`config.mk`:
```
export PLATFORM = sky130hd
export DESIGN_NAME = two_word_prefetch_timing
export DESIGN_NICKNAME = d
export VERILOG_FILES = /design/src/prefetch_timing_note_end.sv /design/src/prefetch_timing_pkg.sv /design/src/cost_if.sv /design/src/ea_cost_calc.sv /design/src/two_word_prefetch_timing.sv
export VERILOG_INCLUDE_DIRS = /design/src
export SDC_FILE = /design/constraint.sdc
export NUM_CORES = 1
export LEC_CHECK = 0
export BUFFER_PORTS_ARGS = -buffer_cell sky130_fd_sc_hd__buf_2
export CAP_MARGIN = 20
export CORE_MARGIN = 1
export CORE_UTILIZATION = 30
export CTS_CLUSTER_SIZE = 10
export DETAILED_ROUTE_END_ITERATION = 16
export GPL_TIMING_DRIVEN = 0
export PLACE_DENSITY_LB_ADDON = 0.08
export SLEW_MARGIN = 15
export SYNTH_ARGS = -nofsm -noshare
export SYNTH_HDL_FRONTEND = slang
export SYNTH_HIERARCHICAL = 1
export SYNTH_SLANG_ARGS = --single-unit
```
`constraint.sdc`:
```
create_clock -name clk -period 3.7 [get_ports clk]
set_input_delay 0.185 -clock clk [delete_from_list [all_inputs] [get_ports clk]]
set_output_delay 0.185 -clock clk [all_outputs]
set_load 0.01 [all_outputs]
```
`src/prefetch_timing_defs.svh`:
```
// constants for the prefetch queue and the execution-time sequencer
`ifndef PREFETCH_TIMING_DEFS_SVH
`define PREFETCH_TIMING_DEFS_SVH

// bus cycle: four clock periods when memory answers at once
`define BUS_CYCLE_PERIODS 8'h04
`define BUS_LAST_PERIOD 3'h3
`define BUS_PERIOD_STEP 3'h1

// program counter
`define PC_RESET_VALUE 24'hFFFFFE
`define FETCH_STEP 24'h000002

// reset values
`define WORD_RESET 16'h0000
`define ADDR_RESET 24'h000000
`define COUNT16_RESET 16'h0000
`define COUNT4_RESET 4'h0
`define COUNT8_RESET 8'h00

// move base: opcode fetch
`define MOVE_BASE_P 8'h04
`define MOVE_BASE_R 4'h1
// one write bus cycle
`define WRITE_P 8'h04
`define WRITE_ONE 4'h1
`define WRITE_TWO 4'h2

// long operand: one more read, four more periods
`define LONG_EXTRA_P 8'h04
`define LONG_EXTRA_R 4'h1

// address evaluation cost, byte or word operand
`define EA_NONE_P 8'h00
`define EA_NONE_R 4'h0
`define EA_IND_P 8'h04
`define EA_IND_R 4'h1
`define EA_PREDEC_P 8'h06
`define EA_PREDEC_R 4'h1
`define EA_DISP_P 8'h08
`define EA_DISP_R 4'h2
`define EA_INDEX_P 8'h0A
`define EA_INDEX_R 4'h2
`define EA_ABSL_P 8'h0C
`define EA_ABSL_R 4'h3
`define EA_IMM_P 8'h04
`define EA_IMM_R 4'h1

// destination address part of a move, before the write itself
`define DST_DISP_P 8'h04
`define DST_DISP_R 4'h1
`define DST_INDEX_P 8'h06
`define DST_INDEX_R 4'h1
`define DST_ABSL_P 8'h08
`define DST_ABSL_R 4'h2

`endif

```
`src/prefetch_timing_note_end.sv`:
```
// intentionally empty compile unit marker
`timescale 1ns/1ps
`default_nettype none
`default_nettype wire

```
`src/prefetch_timing_pkg.sv`:
```
// types shared by the prefetch queue and the cost calculator
package prefetch_timing_pkg;

  // operand addressing modes
  typedef enum logic [3:0] {
    MODE_DREG = 4'h0,
    MODE_AREG = 4'h1,
    MODE_IND = 4'h2,
    MODE_POSTINC = 4'h3,
    MODE_PREDEC = 4'h4,
    MODE_DISP = 4'h5,
    MODE_INDEX = 4'h6,
    MODE_ABSW = 4'h7,
    MODE_ABSL = 4'h8,
    MODE_PCDISP = 4'h9,
    MODE_PCINDEX = 4'hA,
    MODE_IMM = 4'hB
  } ea_mode_t;

  // bus sequencer states
  typedef enum logic [1:0] {
    BUS_IDLE = 2'b01,
    BUS_RUN = 2'b10
  } bus_state_t;

endpackage : prefetch_timing_pkg

```
`src/cost_if.sv`:
```
// carrier between the core and its cost calculator
`timescale 1ns/1ps
`default_nettype none

interface cost_if;
  import prefetch_timing_pkg::*;
  ea_mode_t src_mode;
  ea_mode_t dst_mode;
  logic op_long;
  logic index_long;
  logic [7:0] ea_periods;
  logic [3:0] ea_reads;
  logic [3:0] ea_writes;
  logic [7:0] move_periods;
  logic [3:0] move_reads;
  logic [3:0] move_writes;

  modport calc(
    input src_mode, dst_mode, op_long, index_long,
    output ea_periods, ea_reads, ea_writes,
    output move_periods, move_reads, move_writes
  );
  modport user(
    output src_mode, dst_mode, op_long, index_long,
    input ea_periods, ea_reads, ea_writes,
    input move_periods, move_reads, move_writes
  );
endinterface : cost_if

`default_nettype wire

```
`src/ea_cost_calc.sv`:
```
// address evaluation and move cost lookup, registered outputs
`timescale 1ns/1ps
`default_nettype none
`include "prefetch_timing_defs.svh"

module ea_cost_calc import prefetch_timing_pkg::*; (
  input wire logic clk,
  input wire logic nrst,
  cost_if.calc cost
);

  ////////////////////////////////////////////////////////////////////////
  // lookups

  // word cost of a source operand as {periods, reads}
  function automatic logic [11:0] src_word_cost(input ea_mode_t m);
    case (m)
      MODE_IND, MODE_POSTINC: src_word_cost = {`EA_IND_P, `EA_IND_R};
      MODE_PREDEC: src_word_cost = {`EA_PREDEC_P, `EA_PREDEC_R};
      MODE_DISP, MODE_ABSW, MODE_PCDISP: src_word_cost = {`EA_DISP_P, `EA_DISP_R};
      MODE_INDEX, MODE_PCINDEX: src_word_cost = {`EA_INDEX_P, `EA_INDEX_R};
      MODE_ABSL: src_word_cost = {`EA_ABSL_P, `EA_ABSL_R};
      MODE_IMM: src_word_cost = {`EA_IMM_P, `EA_IMM_R};
      default: src_word_cost = {`EA_NONE_P, `EA_NONE_R};
    endcase
  endfunction : src_word_cost

  // destination address part, extension fetches only
  function automatic logic [11:0] dst_addr_cost(input ea_mode_t m);
    case (m)
      MODE_DISP, MODE_ABSW: dst_addr_cost = {`DST_DISP_P, `DST_DISP_R};
      MODE_INDEX: dst_addr_cost = {`DST_INDEX_P, `DST_INDEX_R};
      MODE_ABSL: dst_addr_cost = {`DST_ABSL_P, `DST_ABSL_R};
      default: dst_addr_cost = {`EA_NONE_P, `EA_NONE_R};
    endcase
  endfunction : dst_addr_cost

  ////////////////////////////////////////////////////////////////////////
  // cost sums

  // index size input is not looked at: same time either way
  wire [11:0] src_word = src_word_cost(cost.src_mode); // RULE_13
  wire [11:0] dst_addr = dst_addr_cost(cost.dst_mode);
  wire src_in_mem = (cost.src_mode != MODE_DREG) && (cost.src_mode != MODE_AREG);
  wire dst_in_mem = (cost.dst_mode != MODE_DREG) && (cost.dst_mode != MODE_AREG);
  wire long_extra = cost.op_long && src_in_mem;
  // long memory operands add one read and four periods
  wire [7:0] src_p = src_word[11:4] + (long_extra ? `LONG_EXTRA_P : 8'h00); // RULE_12
  wire [3:0] src_r = src_word[3:0] + (long_extra ? `LONG_EXTRA_R : 4'h0); // RULE_12
  // a long store takes two write cycles
  wire [3:0] dst_w = !dst_in_mem ? 4'h0 : (cost.op_long ? `WRITE_TWO : `WRITE_ONE);
  wire [7:0] dst_wp = cost.op_long ? (`WRITE_P + `WRITE_P) : `WRITE_P;
  wire [7:0] dst_p = dst_addr[11:4] + (dst_in_mem ? dst_wp : 8'h00);
  // move = opcode fetch + source + destination
  wire [7:0] mv_p = `MOVE_BASE_P + src_p + dst_p; // RULE_14
  wire [3:0] mv_r = `MOVE_BASE_R + src_r + dst_addr[3:0]; // RULE_15

  // output registers
  always_ff @(posedge clk) begin
    if (!nrst) begin
      cost.ea_periods <= `COUNT8_RESET;
      cost.ea_reads <= `COUNT4_RESET;
      cost.ea_writes <= `COUNT4_RESET;
      cost.move_periods <= `COUNT8_RESET;
      cost.move_reads <= `COUNT4_RESET;
      cost.move_writes <= `COUNT4_RESET;
    end else begin
      cost.ea_periods <= src_p; // RULE_11
      cost.ea_reads <= src_r; // RULE_11
      cost.ea_writes <= `COUNT4_RESET; // RULE_10
      cost.move_periods <= mv_p;
      cost.move_reads <= mv_r;
      cost.move_writes <= dst_w; // RULE_15
    end
  end
endmodule : ea_cost_calc

`default_nettype wire

```
`src/two_word_prefetch_timing.sv`:
```
// two-word prefetch queue, bus sequencer and instruction time counter
// Behaviour
// RULE_01: a new instruction starts only when its opcode and the next word are both held.
// RULE_02: each extension word taken from the queue starts one refill fetch.
// RULE_03: dropping the opcode at instruction end starts the last fetch at once.
// RULE_04: a taken branch drops the already fetched second word unused.
// RULE_05: an interrupt or trace exception drops both queue words unused.
// RULE_06: the program counter holds the address of the last fetched word.
// RULE_07: every bus read or write lasts four clock periods at zero wait.
// RULE_08: each wait period of slow memory adds one period to instruction time.
// RULE_09: instruction time counts every fetch, operand read and store cycle.
// RULE_10: address evaluation never costs a write cycle.
// RULE_11: byte and word address evaluation cost follows the fixed mode table.
// RULE_12: long memory operands cost one more read and four more periods.
// RULE_13: the size of the index register never changes the cost.
// RULE_14: byte or word moves cost 4(1/0), 8(1/1) and 16(3/1) for the listed cases.
// RULE_15: long moves cost 12(1/2) to indirect and 36(7/2) absolute to absolute.
// RULE_16: after a branch or exception both words refill from the new place first.
`timescale 1ns/1ps
`default_nettype none
`include "prefetch_timing_defs.svh"

module two_word_prefetch_timing import prefetch_timing_pkg::*; (
  input wire logic clk,
  input wire logic nrst,
  output logic mem_req,
  output logic mem_we,
  output logic [23:0] mem_addr,
  output logic [15:0] mem_wdata,
  input wire logic [15:0] mem_rdata,
  input wire logic mem_ready,
  input wire logic op_req,
  input wire logic op_we,
  input wire logic [23:0] op_addr,
  input wire logic [15:0] op_wdata,
  output logic op_done,
  output logic [15:0] op_rdata,
  output logic exec_start,
  output logic [15:0] opcode_word,
  output logic opcode_valid,
  output logic [15:0] next_word,
  output logic next_valid,
  input wire logic ext_take,
  input wire logic instr_done,
  input wire logic branch_take,
  input wire logic exc_take,
  input wire logic [23:0] jump_target,
  input wire ea_mode_t src_mode,
  input wire ea_mode_t dst_mode,
  input wire logic op_long,
  input wire logic index_long,
  output logic [7:0] ea_periods,
  output logic [3:0] ea_reads,
  output logic [3:0] ea_writes,
  output logic [7:0] move_periods,
  output logic [3:0] move_reads,
  output logic [3:0] move_writes,
  output logic [15:0] last_periods,
  output logic [15:0] last_reads,
  output logic [15:0] last_writes,
  output logic [23:0] program_counter
);

  ////////////////////////////////////////////////////////////////////////
  // state

  bus_state_t bus_state_reg;
  bus_state_t bus_state_next;
  logic [2:0] per_cnt_reg;
  logic cyc_fetch_reg;
  logic discard_reg;
  logic discard_next;
  logic started_reg;
  logic started_next;
  logic [15:0] opcode_next;
  logic [15:0] nword_next;
  logic opv_next;
  logic nxv_next;
  logic [23:0] pc_next;
  logic [15:0] periods_reg;
  logic [15:0] reads_reg;
  logic [15:0] writes_reg;

  ////////////////////////////////////////////////////////////////////////
  // decode

  // bus cycle ends on the fourth period or the first ready after it
  wire bus_idle = (bus_state_reg == BUS_IDLE);
  wire bus_run = (bus_state_reg == BUS_RUN);
  wire at_last = (per_cnt_reg == `BUS_LAST_PERIOD);
  wire cyc_end = bus_run && at_last && mem_ready; // RULE_07
  wire stall = bus_run && at_last && !mem_ready;
  // queue control from the decoder side
  wire flush = (branch_take || exc_take) && started_reg;
  wire done_ok = instr_done && started_reg && next_valid && !flush;
  wire ext_ok = ext_take && started_reg && next_valid && !flush && !instr_done;
  wire consume = done_ok || ext_ok;
  // words held or owed by the fetch in flight
  wire fetch_live = bus_run && cyc_fetch_reg && !discard_reg;
  wire [1:0] words_held = {1'b0, opcode_valid} + {1'b0, next_valid} +
                          {1'b0, fetch_live};
  wire [1:0] words_kept = words_held - {1'b0, consume};
  wire fetch_want = (words_kept < 2'h2); // RULE_02 RULE_03
  // operand cycles win; no restart in the cycle of the answer
  wire op_start = bus_idle && op_req && !op_done;
  wire fetch_start = bus_idle && !op_req && fetch_want && !flush;
  wire [23:0] fetch_addr = program_counter + `FETCH_STEP;
  wire fill = cyc_end && cyc_fetch_reg && !discard_reg && !flush;
  wire exec_go = !started_reg && opcode_valid && next_valid && !flush;

  ////////////////////////////////////////////////////////////////////////
  // bus sequencer

  // state choice
  always_comb begin
    case (bus_state_reg)
      BUS_IDLE: bus_state_next = (op_start || fetch_start) ? BUS_RUN : BUS_IDLE;
      BUS_RUN: bus_state_next = cyc_end ? BUS_IDLE : BUS_RUN;
      default: bus_state_next = BUS_IDLE;
    endcase
  end

  // period counter saturates on the last period while memory waits
  always_ff @(posedge clk) begin
    if (!nrst) begin
      bus_state_reg <= BUS_IDLE;
      per_cnt_reg <= 3'h0;
    end else begin
      bus_state_reg <= bus_state_next;
      if (bus_idle || at_last) per_cnt_reg <= bus_idle ? 3'h0 : per_cnt_reg; // RULE_08
      else per_cnt_reg <= per_cnt_reg + `BUS_PERIOD_STEP; // RULE_07
    end
  end

  // bus pins and operand answer
  always_ff @(posedge clk) begin
    if (!nrst) begin
      mem_req <= 1'b0;
      mem_we <= 1'b0;
      mem_addr <= `ADDR_RESET;
      mem_wdata <= `WORD_RESET;
      cyc_fetch_reg <= 1'b0;
      op_done <= 1'b0;
      op_rdata <= `WORD_RESET;
    end else begin
      op_done <= cyc_end && !cyc_fetch_reg;
      if (cyc_end && !cyc_fetch_reg) op_rdata <= mem_rdata;
      if (cyc_end) mem_req <= 1'b0;
      else if (op_start || fetch_start) mem_req <= 1'b1;
      if (op_start || fetch_start) begin
        mem_we <= op_start && op_we;
        mem_addr <= op_start ? op_addr : fetch_addr;
        mem_wdata <= op_start ? op_wdata : `WORD_RESET;
        cyc_fetch_reg <= fetch_start;
      end
    end
  end

  ////////////////////////////////////////////////////////////////////////
  // prefetch queue

  // queue next state; flush wins over every other change
  always_comb begin
    opcode_next = opcode_word;
    nword_next = next_word;
    opv_next = opcode_valid;
    nxv_next = next_valid;
    started_next = started_reg;
    pc_next = program_counter;
    discard_next = discard_reg;
    if (cyc_end) discard_next = 1'b0;
    if (flush) begin
      opv_next = 1'b0; // RULE_04 RULE_05
      nxv_next = 1'b0; // RULE_04 RULE_05
      started_next = 1'b0;
      pc_next = jump_target - `FETCH_STEP; // RULE_16
      // a fetch already on the bus still runs, its word is dropped
      if (fetch_live && !cyc_end) discard_next = 1'b1; // RULE_04
    end else begin
      if (done_ok) begin
        opcode_next = next_word;
        opv_next = 1'b1;
        nxv_next = 1'b0; // RULE_03
        started_next = 1'b0;
      end else if (ext_ok) begin
        nxv_next = 1'b0; // RULE_02
      end
      if (fill) begin
        pc_next = mem_addr; // RULE_06
        if (!opcode_valid) begin
          opcode_next = mem_rdata;
          opv_next = 1'b1;
        end else begin
          nword_next = mem_rdata;
          nxv_next = 1'b1;
        end
      end
      if (exec_go) started_next = 1'b1; // RULE_01
    end
  end

  // queue registers
  always_ff @(posedge clk) begin
    if (!nrst) begin
      opcode_word <= `WORD_RESET;
      next_word <= `WORD_RESET;
      opcode_valid <= 1'b0;
      next_valid <= 1'b0;
      started_reg <= 1'b0;
      exec_start <= 1'b0;
      discard_reg <= 1'b0;
      program_counter <= `PC_RESET_VALUE;
    end else begin
      opcode_word <= opcode_next;
      next_word <= nword_next;
      opcode_valid <= opv_next;
      next_valid <= nxv_next;
      started_reg <= started_next;
      exec_start <= exec_go; // RULE_01 RULE_16
      discard_reg <= discard_next;
      program_counter <= pc_next;
    end
  end

  ////////////////////////////////////////////////////////////////////////
  // instruction time counter

  // every clock of the instruction counts, wait periods included
  always_ff @(posedge clk) begin
    if (!nrst) begin
      periods_reg <= `COUNT16_RESET;
      reads_reg <= `COUNT16_RESET;
      writes_reg <= `COUNT16_RESET;
      last_periods <= `COUNT16_RESET;
      last_reads <= `COUNT16_RESET;
      last_writes <= `COUNT16_RESET;
    end else begin
      periods_reg <= exec_go ? `COUNT16_RESET : periods_reg + 16'h0001; // RULE_08
      if (exec_go) begin
        reads_reg <= `COUNT16_RESET;
        writes_reg <= `COUNT16_RESET;
      end else if (cyc_end) begin
        reads_reg <= reads_reg + {15'h0000, !mem_we}; // RULE_09
        writes_reg <= writes_reg + {15'h0000, mem_we}; // RULE_09
      end
      if (done_ok) begin
        last_periods <= periods_reg + 16'h0001; // RULE_09
        last_reads <= reads_reg + {15'h0000, cyc_end && !mem_we};
        last_writes <= writes_reg + {15'h0000, cyc_end && mem_we};
      end
    end
  end

  ////////////////////////////////////////////////////////////////////////
  // cost calculator

  cost_if cif();
  assign cif.src_mode = src_mode;
  assign cif.dst_mode = dst_mode;
  assign cif.op_long = op_long;
  assign cif.index_long = index_long;
  assign ea_periods = cif.ea_periods;
  assign ea_reads = cif.ea_reads;
  assign ea_writes = cif.ea_writes;
  assign move_periods = cif.move_periods;
  assign move_reads = cif.move_reads;
  assign move_writes = cif.move_writes;

  ea_cost_calc u_calc (
    .clk(clk),
    .nrst(nrst),
    .cost(cif.calc)
  );

  ////////////////////////////////////////////////////////////////////////
  // checks

  logic [7:0] run_len_reg;
  logic [7:0] stall_len_reg;

  // helper counters of the current bus cycle
  always_ff @(posedge clk) begin
    if (!nrst || bus_idle) begin
      run_len_reg <= `COUNT8_RESET;
      stall_len_reg <= `COUNT8_RESET;
    end else begin
      run_len_reg <= run_len_reg + 8'h01;
      stall_len_reg <= stall_len_reg + {7'h00, stall};
    end
  end
endmodule : two_word_prefetch_timing

`default_nettype wire
```
==> results of run 1 <==
[through the flow]
stage	area, um^2	cells
6_report	14500	2121
5_1_grt	14500	2121
4_1_cts	14500	2117
3_5_place_dp	12900	2000
3_3_place_gp	12900	2000
2_1_floorplan	10900	1258
[Yosys cell counts (all sizes together), types with 21 or more instances]
cell and n:
a21boi 41, a21oi 50, and2 34, and3 22, buf 32, clkbuf 61
dfxtp 238, ha 31, inv 26, nand2 181, nand3 42, nand4 21
nor2 91, nor2b 26, nor3 25, o211a 21, o21ai 56, xnor2 42
xor2 59
[where the power goes]
group          internal (uW)  leakage [uW]  switching [uW]
registers               2730       0.00193             119
clock network           1560      0.000422            1080
logic                    431       0.00409             623
total                   4720       0.00644            1820
[cells by family (layout without fill, tap and decap cells)]
group                      count (synthesis)  in the layout
other                                      1             16
buffers and inverters                    119            518
xor gates and xnor gates                 101            101
adders and majority gates                 35             35
DFF                                      238            238
muxes                                      8              8
AOI/OAI and AO/OA                        250            250
and+or+nand+nor                          494            494
[layer usage]
| metal | routed length (um) | vias up |
|---|---|---|
| met5 | 0 | - |
| met4 | 1100 | 0 |
| met3 | 1570 | 52 |
| met2 | 17300 | 252 |
| met1 | 16900 | 4752 |
| li1 | - | 5101 |
[worst max-delay path: stages, from the launching register on]
cell and delay, ns:
dfxtp_1 0.42, and4bb_2 0.34, o21a_1 0.24, ha_1 0.26, inv_1 0.06, ha_1 0.22
a21oi_1 0.16, xnor2_1 0.13, o21ai_0 0.61, clkbuf_1 0.47, o221ai_1 0.20, a21oi_1 0.16
[worst paths after layout]
kind,start,to,slack (ns),cells past startpoint
hold / removal,op_addr[22],mem_addr[22]$_SDFFE_PN0P_,0.01,3
hold reg to reg,last_writes[1]$_SDFFE_PN0N_,last_writes[1]$_SDFFE_PN0N_,0.46,2
setup / recovery,next_valid$_SDFF_PP0_,mem_addr[17]$_SDFFE_PN0P_,0.35,11
setup reg to reg,next_valid$_SDFF_PP0_,mem_addr[17]$_SDFFE_PN0P_,0.35,11
[area by class of cell]
type                    instances  area, um^2
fillers                      3707       21100
multi-input cells             901        5620
flip-flops and latches        238        4760
repair buffers                354        2130
clock buffers                  44         852
well taps                     461         577
plain buffers                  93         420
inverters                      26        97.6
clock inverters                 1        8.76
diodes                          3        7.51
==> flow_summary.toml, run 1 <==
[pwr]
power.total_uw = 6540
p_leak_uw = 0.00644
power_density_nw_per_um2 = 452
irDropWorstVdd_mv = 0.353

[clock_tree]
holdBufCountCts = 72
clock_latency_ns = 0.55
cts_root_buf = "clkbuf_16"
clk_path_buf_depth = 3
numCtsBuffers = 29
tritoncts = "done"
clock-sinks = 238
htreeDepth = 1
clkTransAtPathRegs_ns = 0.06
post_cts_buffers = 0
ctsResizeCount = 0

[setup_path]
cp_max_fo = 10
crit_type = "reg -> reg"
critPathRequiredTime_ns = 4.18
critPathLaunchType = "flop"
cp-end-kind = "flop"
cp.arrival_ns = 3.83

[sta]
slew_headroom = 0.387
period_share = 0.904
finalHoldViolations = 0
fmax_ghz = 0.299
setup_slack_ns = 0.354
tightest_slew_ns = 0.911
finalMaxSlewViolations = 0
rsz0062_at_grt = "no"
setup_viol = 0
period_needed_ns = 3.35
fin_worst_skew_ns = 0.0228
tns_ns = 0
holdWs_ns = 0.0137

[place]
gp_congestion = 0.826
post-dp-hpwl_um = 27100
dp_slack_ns = 0.283
io_buffers = 281

[floorplanning]
core_um2 = 35600
die_w_um = 192
io_pins = 297
die-area_um2 = 37000
rows = 69
initial_core_util = 0.305
die_y_um = 192

[global_routing]
globalRoute.busiestLayer = "met2"
grt-ovfl-total = 0
grtUsageMet2 = 0.332
use_met3 = 0.0266
grt_pass1_vias = 10016
grt_pass1_wl_um = 56300
grt_usage = 0.197
grt_start_max_net_pins = 15
grtUsageMet1 = 0.258
antenna_found_initial = 3

[route]
firstDrtPassIters = 5
routed_via_density = 4.79
vias = 10157
finalWirelength_um = 36900
drt-initial-drc-count = 583
drc = 0
ant_nets = 0
wl_per_cell_um = 17.4

[logic_synthesis]
yosysTopAreaCell = "dfxtp_1"
yosysWarningCount = 6
synthDistinctLibCells = 60
syn-cell-area_um2 = 10900
ys.flop_type = "dfxtp_1"
seq_area_frac_synth = 0.439
syn_avg_cell_area_um2 = 8.72
postSynth.asyncResetShare = 0
synth_top_cells_by_area = "dfxtp_1 44%, nand2_1 6.2%, xor2_1 4.8%"
synth_edf_count = 0
yosysTopAreaCellShare = 0.439
yosys_register_bits = 238
muxShareOfSynthArea = 0.00772
synthesis.instances = 1246
synth-compound-area-share = 0.160
synth_top_family_by_area = "simple AND/OR/NAND/NOR gates"
synthSimpleGateAreaFrac = 0.221
synth-xor-area-share = 0.0815
synth_adder_area_share = 0.0431

[job]
cap_violations = 0

[layout]
final_common_cell = "buf_2"
fin_nets = 1777
mostFrequentLayoutCells = "291 x buf_2, 238 x dfxtp_1, 180 x nand2_1"
reg_top3 = "mem_addr: 24 flops, program_counter: 24 flops"
postLayoutCoreUtil = 0.407
drive_gt1_frac = 0.220
syn2layout_area_growth_pct = 33.4

[status]
status = "completed"

[worst_hold_path]
min_path_type = "in -> reg"
Note: power is estimated with default switching activity, not from simulation.
==> inputs of run 2 (changes only) <==
- CELL_PAD_IN_SITES_DETAIL_PLACEMENT: not set -> 0
- CELL_PAD_IN_SITES_GLOBAL_PLACEMENT: not set -> 1
- CORE_UTILIZATION: 30 -> 39
==> run 2 against run 1 <==
Sequential power is essentially flat. Via count shrank 0.72%. Global-route usage grew 4.1 points. Sequential share of layout area grew 0.69 points. Combinational power is essentially flat. First-iteration DRC count shrank 0.17%. Clock skew grew 0.00060 ns. Count of clock-buffer cells in the layout shrank 7. Critical path depth grew 2. Largest power group unchanged.
==> flow_summary.toml, run 2 (synthesis results as in run 1) <==
[route]
finalWirelength_um = 34600
vias = 10084
firstDrtPassIters = 5
ant_nets = 0
routed_via_density = 5.01
drt-initial-drc-count = 582
drc = 0
wl_per_cell_um = 17.2

[sta]
finalHoldViolations = 0
rsz0062_at_grt = "no"
period_needed_ns = 3.19
setup_viol = 0
tightest_slew_ns = 1.02
tns_ns = 0
period_share = 0.863
fin_worst_skew_ns = 0.0234
fmax_ghz = 0.313
slew_headroom = 0.318
finalMaxSlewViolations = 0
setup_slack_ns = 0.506

[pwr]
power.total_uw = 6340
p_leak_uw = 0.00635
irDropWorstVdd_mv = 0.299
power_density_nw_per_um2 = 447

[worst_hold_path]
min_path_type = "in -> reg"

[clock_tree]
tritoncts = "done"
clock_latency_ns = 0.55
cts_root_buf = "clkbuf_16"
ctsResizeCount = 0
clkTransAtPathRegs_ns = 0.06
htreeDepth = 1
clock-sinks = 238
clk_path_buf_depth = 3
numCtsBuffers = 28

[job]
cap_violations = 0

[global_routing]
grt_usage = 0.237
grt-ovfl-total = 0
grt_pass1_vias = 9631
grt_pass1_wl_um = 53400
antenna_found_initial = 4
grt_start_max_net_pins = 15

[floorplanning]
io_pins = 297
rows = 60
initial_core_util = 0.401
die_w_um = 169
die_y_um = 169
die-area_um2 = 28500
core_um2 = 27100

[setup_path]
cp_max_fo = 10
critPathLaunchType = "flop"
rrSetupSlack_ns = 0.51
cp_slowest_cell = "or3_1"
path_cells = "ha_1 -> ha_1 -> buf_2 -> nand3_1 -> clkbuf_1 -> nor2_1 -> ha_1 -> ha_1 -> nand3_1 -> or3_1 -> nor2_1 -> xnor2_1 -> a21oi_1"
cp.arrival_ns = 3.59
critPathRequiredTime_ns = 4.10
cpMostUsedCell = "ha_1"
crit_type = "reg -> reg"
cp-end-kind = "flop"
crit_path_max_incr_delay_ns = 0.49

[place]
dp_slack_ns = 0.269
io_buffers = 281
place.detailed.instances = 1911
gp_congestion = 0.868
post-dp-hpwl_um = 25400

[layout]
postLayoutCoreUtil = 0.523
fin_nets = 1765
final_common_cell = "buf_2"
drive_gt1_frac = 0.219
seq_area_um2 = 4760
mostFrequentLayoutCells = "290 x buf_2, 238 x dfxtp_1, 180 x nand2_1"
fillers = 2653
syn2layout_area_growth_pct = 30.6
reg_top3 = "mem_addr: 24 flops, program_counter: 24 flops"
multiInputGateArea_um2 = 5620
instances_no_fill = 2014

[status]
status = "completed"
==> run 2: cell types whose count changed in the layout (fill, tap and decap cells not counted) <==
cell and delta:
clkinv_8 +1, clkbuf_16 -1, inv_6 -1, buf_2 -1
clkbuf_8 -4, dlygate4sd3_1 -10, clkbuf_1 -2
==> run 2: worst max-delay path: cells and delay by family, from the launching register on <==
family / cells / cell delay [ns]
AOI/OAI and AO/OA: 1 / 0.11
adders and majority gates: 4 / 0.68
and+or+nand+nor: 5 / 1.22
buffers and inverters: 2 / 0.48
xor gates and xnor gates: 1 / 0.20
DFF: 1 / 0.35
==> run 2: layout make-up <==
cell class | instances | area share
antenna | 3 | 0.000529
buffer | 93 | 0.0296
clock buffer | 37 | 0.0539
clock inverter | 1 | 0.00115
inverter | 26 | 0.00688
multi-input combinational | 901 | 0.396
sequential | 238 | 0.336
tap | 372 | 0.0328
timing repair buffer | 343 | 0.143
==> run 2: what timing repair did <==
action | 4_1_cts | 5_1_grt
setup buffers | 0 | 0
hold endpoints to repair | 96 | 0
hold buffers | 62 | 0
==> run 2: final timing paths <==
kind,startpoint,end,cells after the start
max,per_cnt_reg[0]$_SDFFE_PN0P_,last_writes[14]$_SDFFE_PN0N_,13
min,op_addr[5],mem_addr[5]$_SDFFE_PN0P_,3
max reg2reg,per_cnt_reg[0]$_SDFFE_PN0P_,last_writes[14]$_SDFFE_PN0N_,13
min reg2reg,last_writes[1]$_SDFFE_PN0N_,last_writes[1]$_SDFFE_PN0N_,2
==> run 2: metrics by stage <==
stage / cell area (um^2) / hold WS [ns]
2_1_floorplan: 10900 / 0.257
3_3_place_gp: 12800 / 0.431
3_5_place_dp: 12800 / 0.435
4_1_cts: 14200 / 0.00272
5_1_grt: 14200 / 0.0217
6_report: 14200 / 0.0124
==> run 2: layer usage <==
layer	up-vias	track usage	wire [um]
met2	273	0.403	16200
met4	2	0.0798	982
met1	4695	0.309	15700
li1	5054	-	-
met5	-	0	16
met3	60	0.0316	1660
==> run 2: power breakdown <==
group,leakage (uW),total [uW],switching [uW],internal [uW]
Clock,0.000381,2450,1030,1410
Sequential,0.00193,2850,120,2730
Combinational,0.00404,1040,613,425
Total,0.00635,6340,1760,4570
==> inputs of run 3 (changes only) <==
--- a/config.mk
+++ b/config.mk
@@ -16,5 +16,4 @@
 export DETAILED_ROUTE_END_ITERATION = 16
-export GPL_TIMING_DRIVEN = 0
 export PLACE_DENSITY_LB_ADDON = 0.08
-export SLEW_MARGIN = 15
+export SLEW_MARGIN = 20
 export SYNTH_ARGS = -nofsm -noshare
==> constraint.sdc (replaced) <==
create_clock -name clk -period 3.7 [get_ports clk]
set_input_delay 0.925 -clock clk [delete_from_list [all_inputs] [get_ports clk]]
set_output_delay 0.925 -clock clk [all_outputs]
set_load 0.01 [all_outputs]
==> run 3 against run 2 <==
Combinational power is 4% lower. Die area stayed put. Clock power about the same. Total power is 0.57% lower. Register-to-register slack improved by 0.26 ns. Via count decreased by 6.2%. Hold slack improved by 0.45 ns. Utilization decreased by 2.7 points.
==> flow_summary.toml, run 3 (synthesis results as in run 1) <==
[place]
place.detailed.instances = 1844
io_buffers = 282
post-dp-hpwl_um = 21700
gp_congestion = 0.806

[route]
firstDrtPassIters = 4
ant_nets = 0
drc = 0
finalWirelength_um = 30700
wl_per_cell_um = 16.2
drt-initial-drc-count = 433
vias = 9458
routed_via_density = 5.00

[setup_path]
startpoint = "src_mode[1]"
crit_path_max_incr_delay_ns = 0.49
r2r_cells = 11
crit_buf_inv = 5
crit_family = "adder cells"
cp_slowest_cell = "fa_1"
cp.arrival_ns = 3.73
rrSetupSlack_ns = 0.77
critPathRequiredTime_ns = 4.12
cp-end-kind = "flop"
regToRegEndpoint = "last_writes[14]$_SDFFE_PN0N_"
r2r_start = "per_cnt_reg[0]$_SDFFE_PN0P_"
cp_max_fo = 3
path_cells = "buf_2 -> inv_2 -> ha_1 -> mux2_4 -> o22ai_2 -> ha_2 -> ha_4 -> inv_2 -> fa_1 -> inv_1 -> ha_1 -> ha_2 -> inv_2 -> fa_2 -> xnor2_1 -> and2_1"
critPathLaunchType = "input pin"
crit_type = "in -> reg"
cpMostUsedCell = "inv_2"

[clock_tree]
clk_path_buf_depth = 3
post_cts_buffers = 0
ctsResizeCount = 0
clkTransAtPathRegs_ns = 0.06
holdBufCountCts = 0
tritoncts = "done"
numCtsBuffers = 29
cts_root_buf = "clkbuf_16"
clock-sinks = 238
htreeDepth = 1
clock_latency_ns = 0.54

[pwr]
irDropWorstVdd_mv = 0.301
power_density_nw_per_um2 = 469
p_leak_uw = 0.00603

[sta]
fmax_ghz = 0.303
holdWs_ns = 0.458
finalMaxSlewViolations = 0
period_share = 0.893
tightest_slew_ns = 0.908
setup_viol = 0
slew_headroom = 0.389
rsz0062_at_grt = "no"
period_needed_ns = 3.30
fin_worst_skew_ns = 0.0147
finalHoldViolations = 0

[global_routing]
grt_usage = 0.212
grt_pass1_wl_um = 48900
grt_start_max_net_pins = 76
grt_pass1_vias = 8956
antenna_found_initial = 5
grt-ovfl-total = 0

[layout]
fin_nets = 1637
fillers = 2675
final_common_cell = "buf_2"
drive_gt1_frac = 0.248
instances_no_fill = 1891
reg_top3 = "mem_addr: 24 flops, program_counter: 24 flops"
mostFrequentLayoutCells = "281 x buf_2, 238 x dfxtp_1, 180 x nand2_1"
syn2layout_area_growth_pct = 23.8

[status]
status = "completed"

[worst_hold_path]
min_path_type = "reg -> reg"
hp-start = "last_periods[1]$_SDFFE_PN0N_"
holdPathEnd = "last_periods[1]$_SDFFE_PN0N_"
whs_path_depth = 2

[job]
cap_violations = 0

[floorplanning]
die_w_um = 169
die-area_um2 = 28500
die_y_um = 169
core_um2 = 27100
initial_core_util = 0.401
rows = 60
io_pins = 297
-- run 3: cell count changes in the layout (fill, tap and decap cells not counted), sizes merged --
cell,change
dlygate4sd3,-62
clkinvlp,+1
diode,+2
buf,-6
clkbuf,-59
clkinv,+1
-- run 3: worst max-delay path by stage --
| stage | cells past startpoint | slack [ns] | endpoint |
|---|---|---|---|
| after global routing | 16 | 0.30 | u_calc/cost.move_periods[5]$_SDFF_PN0_ |
| final | 16 | 0.40 | u_calc/cost.move_periods[5]$_SDFF_PN0_ |
| after CTS | 16 | 0.41 | u_calc/cost.move_periods[5]$_SDFF_PN0_ |
| after detailed placement | 16 | -0.16 | u_calc/cost.move_periods[5]$_SDFF_PN0_ |
| after floorplan | 15 | 0.03 | u_calc/cost.move_periods[5]$_SDFF_PN0_ |
| after global placement | 16 | -0.13 | u_calc/cost.move_periods[5]$_SDFF_PN0_ |
-- run 3: worst reg2reg max path, cell delays in order (launching register included) --
cell,delay (ns)
dfxtp_1,0.35
ha_1,0.15
ha_1,0.31
nand3_1,0.31
nor2_1,0.18
ha_1,0.19
ha_1,0.19
nand3_1,0.19
or3_1,0.47
nor2_1,0.15
xnor2_1,0.18
a21oi_1,0.11
-- run 3: layout make-up --
type                    instances  area, um^2  area share
diodes                          5        12.5    0.000931
flip-flops and latches        238        4760       0.354
inverters                      26        97.6     0.00726
clock inverters                 3        17.5     0.00130
repair buffers                307        1630       0.121
clock buffers                  39         773      0.0575
well taps                     372         465      0.0346
multi-input cells             901        5690       0.423
-- run 3: through the flow --
stage	area [um^2]	setup TNS, ns	power (uW)	worst slack (ns)	utilization
floorplan	10900	0	3460	0.0264	-
global placement	12600	-0.211	3890	-0.134	0.466
detailed placement	12600	-0.271	3900	-0.159	0.466
CTS	13400	0	6390	0.405	0.496
global route	13400	0	6610	0.297	0.496
finish	13400	0	6300	0.396	0.496
-- run 3: routing by layer --
| layer | share of wire | up-vias | track usage |
|---|---|---|---|
| met1 | 0.48 | 4370 | 0.290 |
| met4 | 0.018 | 0 | 0.0565 |
| met2 | 0.45 | 257 | 0.340 |
| met5 | 0 | - | 0 |
| met3 | 0.061 | 33 | 0.0428 |
| li1 | - | 4798 | - |
-- run 3: power by group --
part	switching (uW)	leakage [uW]	internal (uW)
registers	114	0.00193	2730
logic	597	0.00371	398
clock network	1030	0.000383	1430
total	1740	0.00603	4560
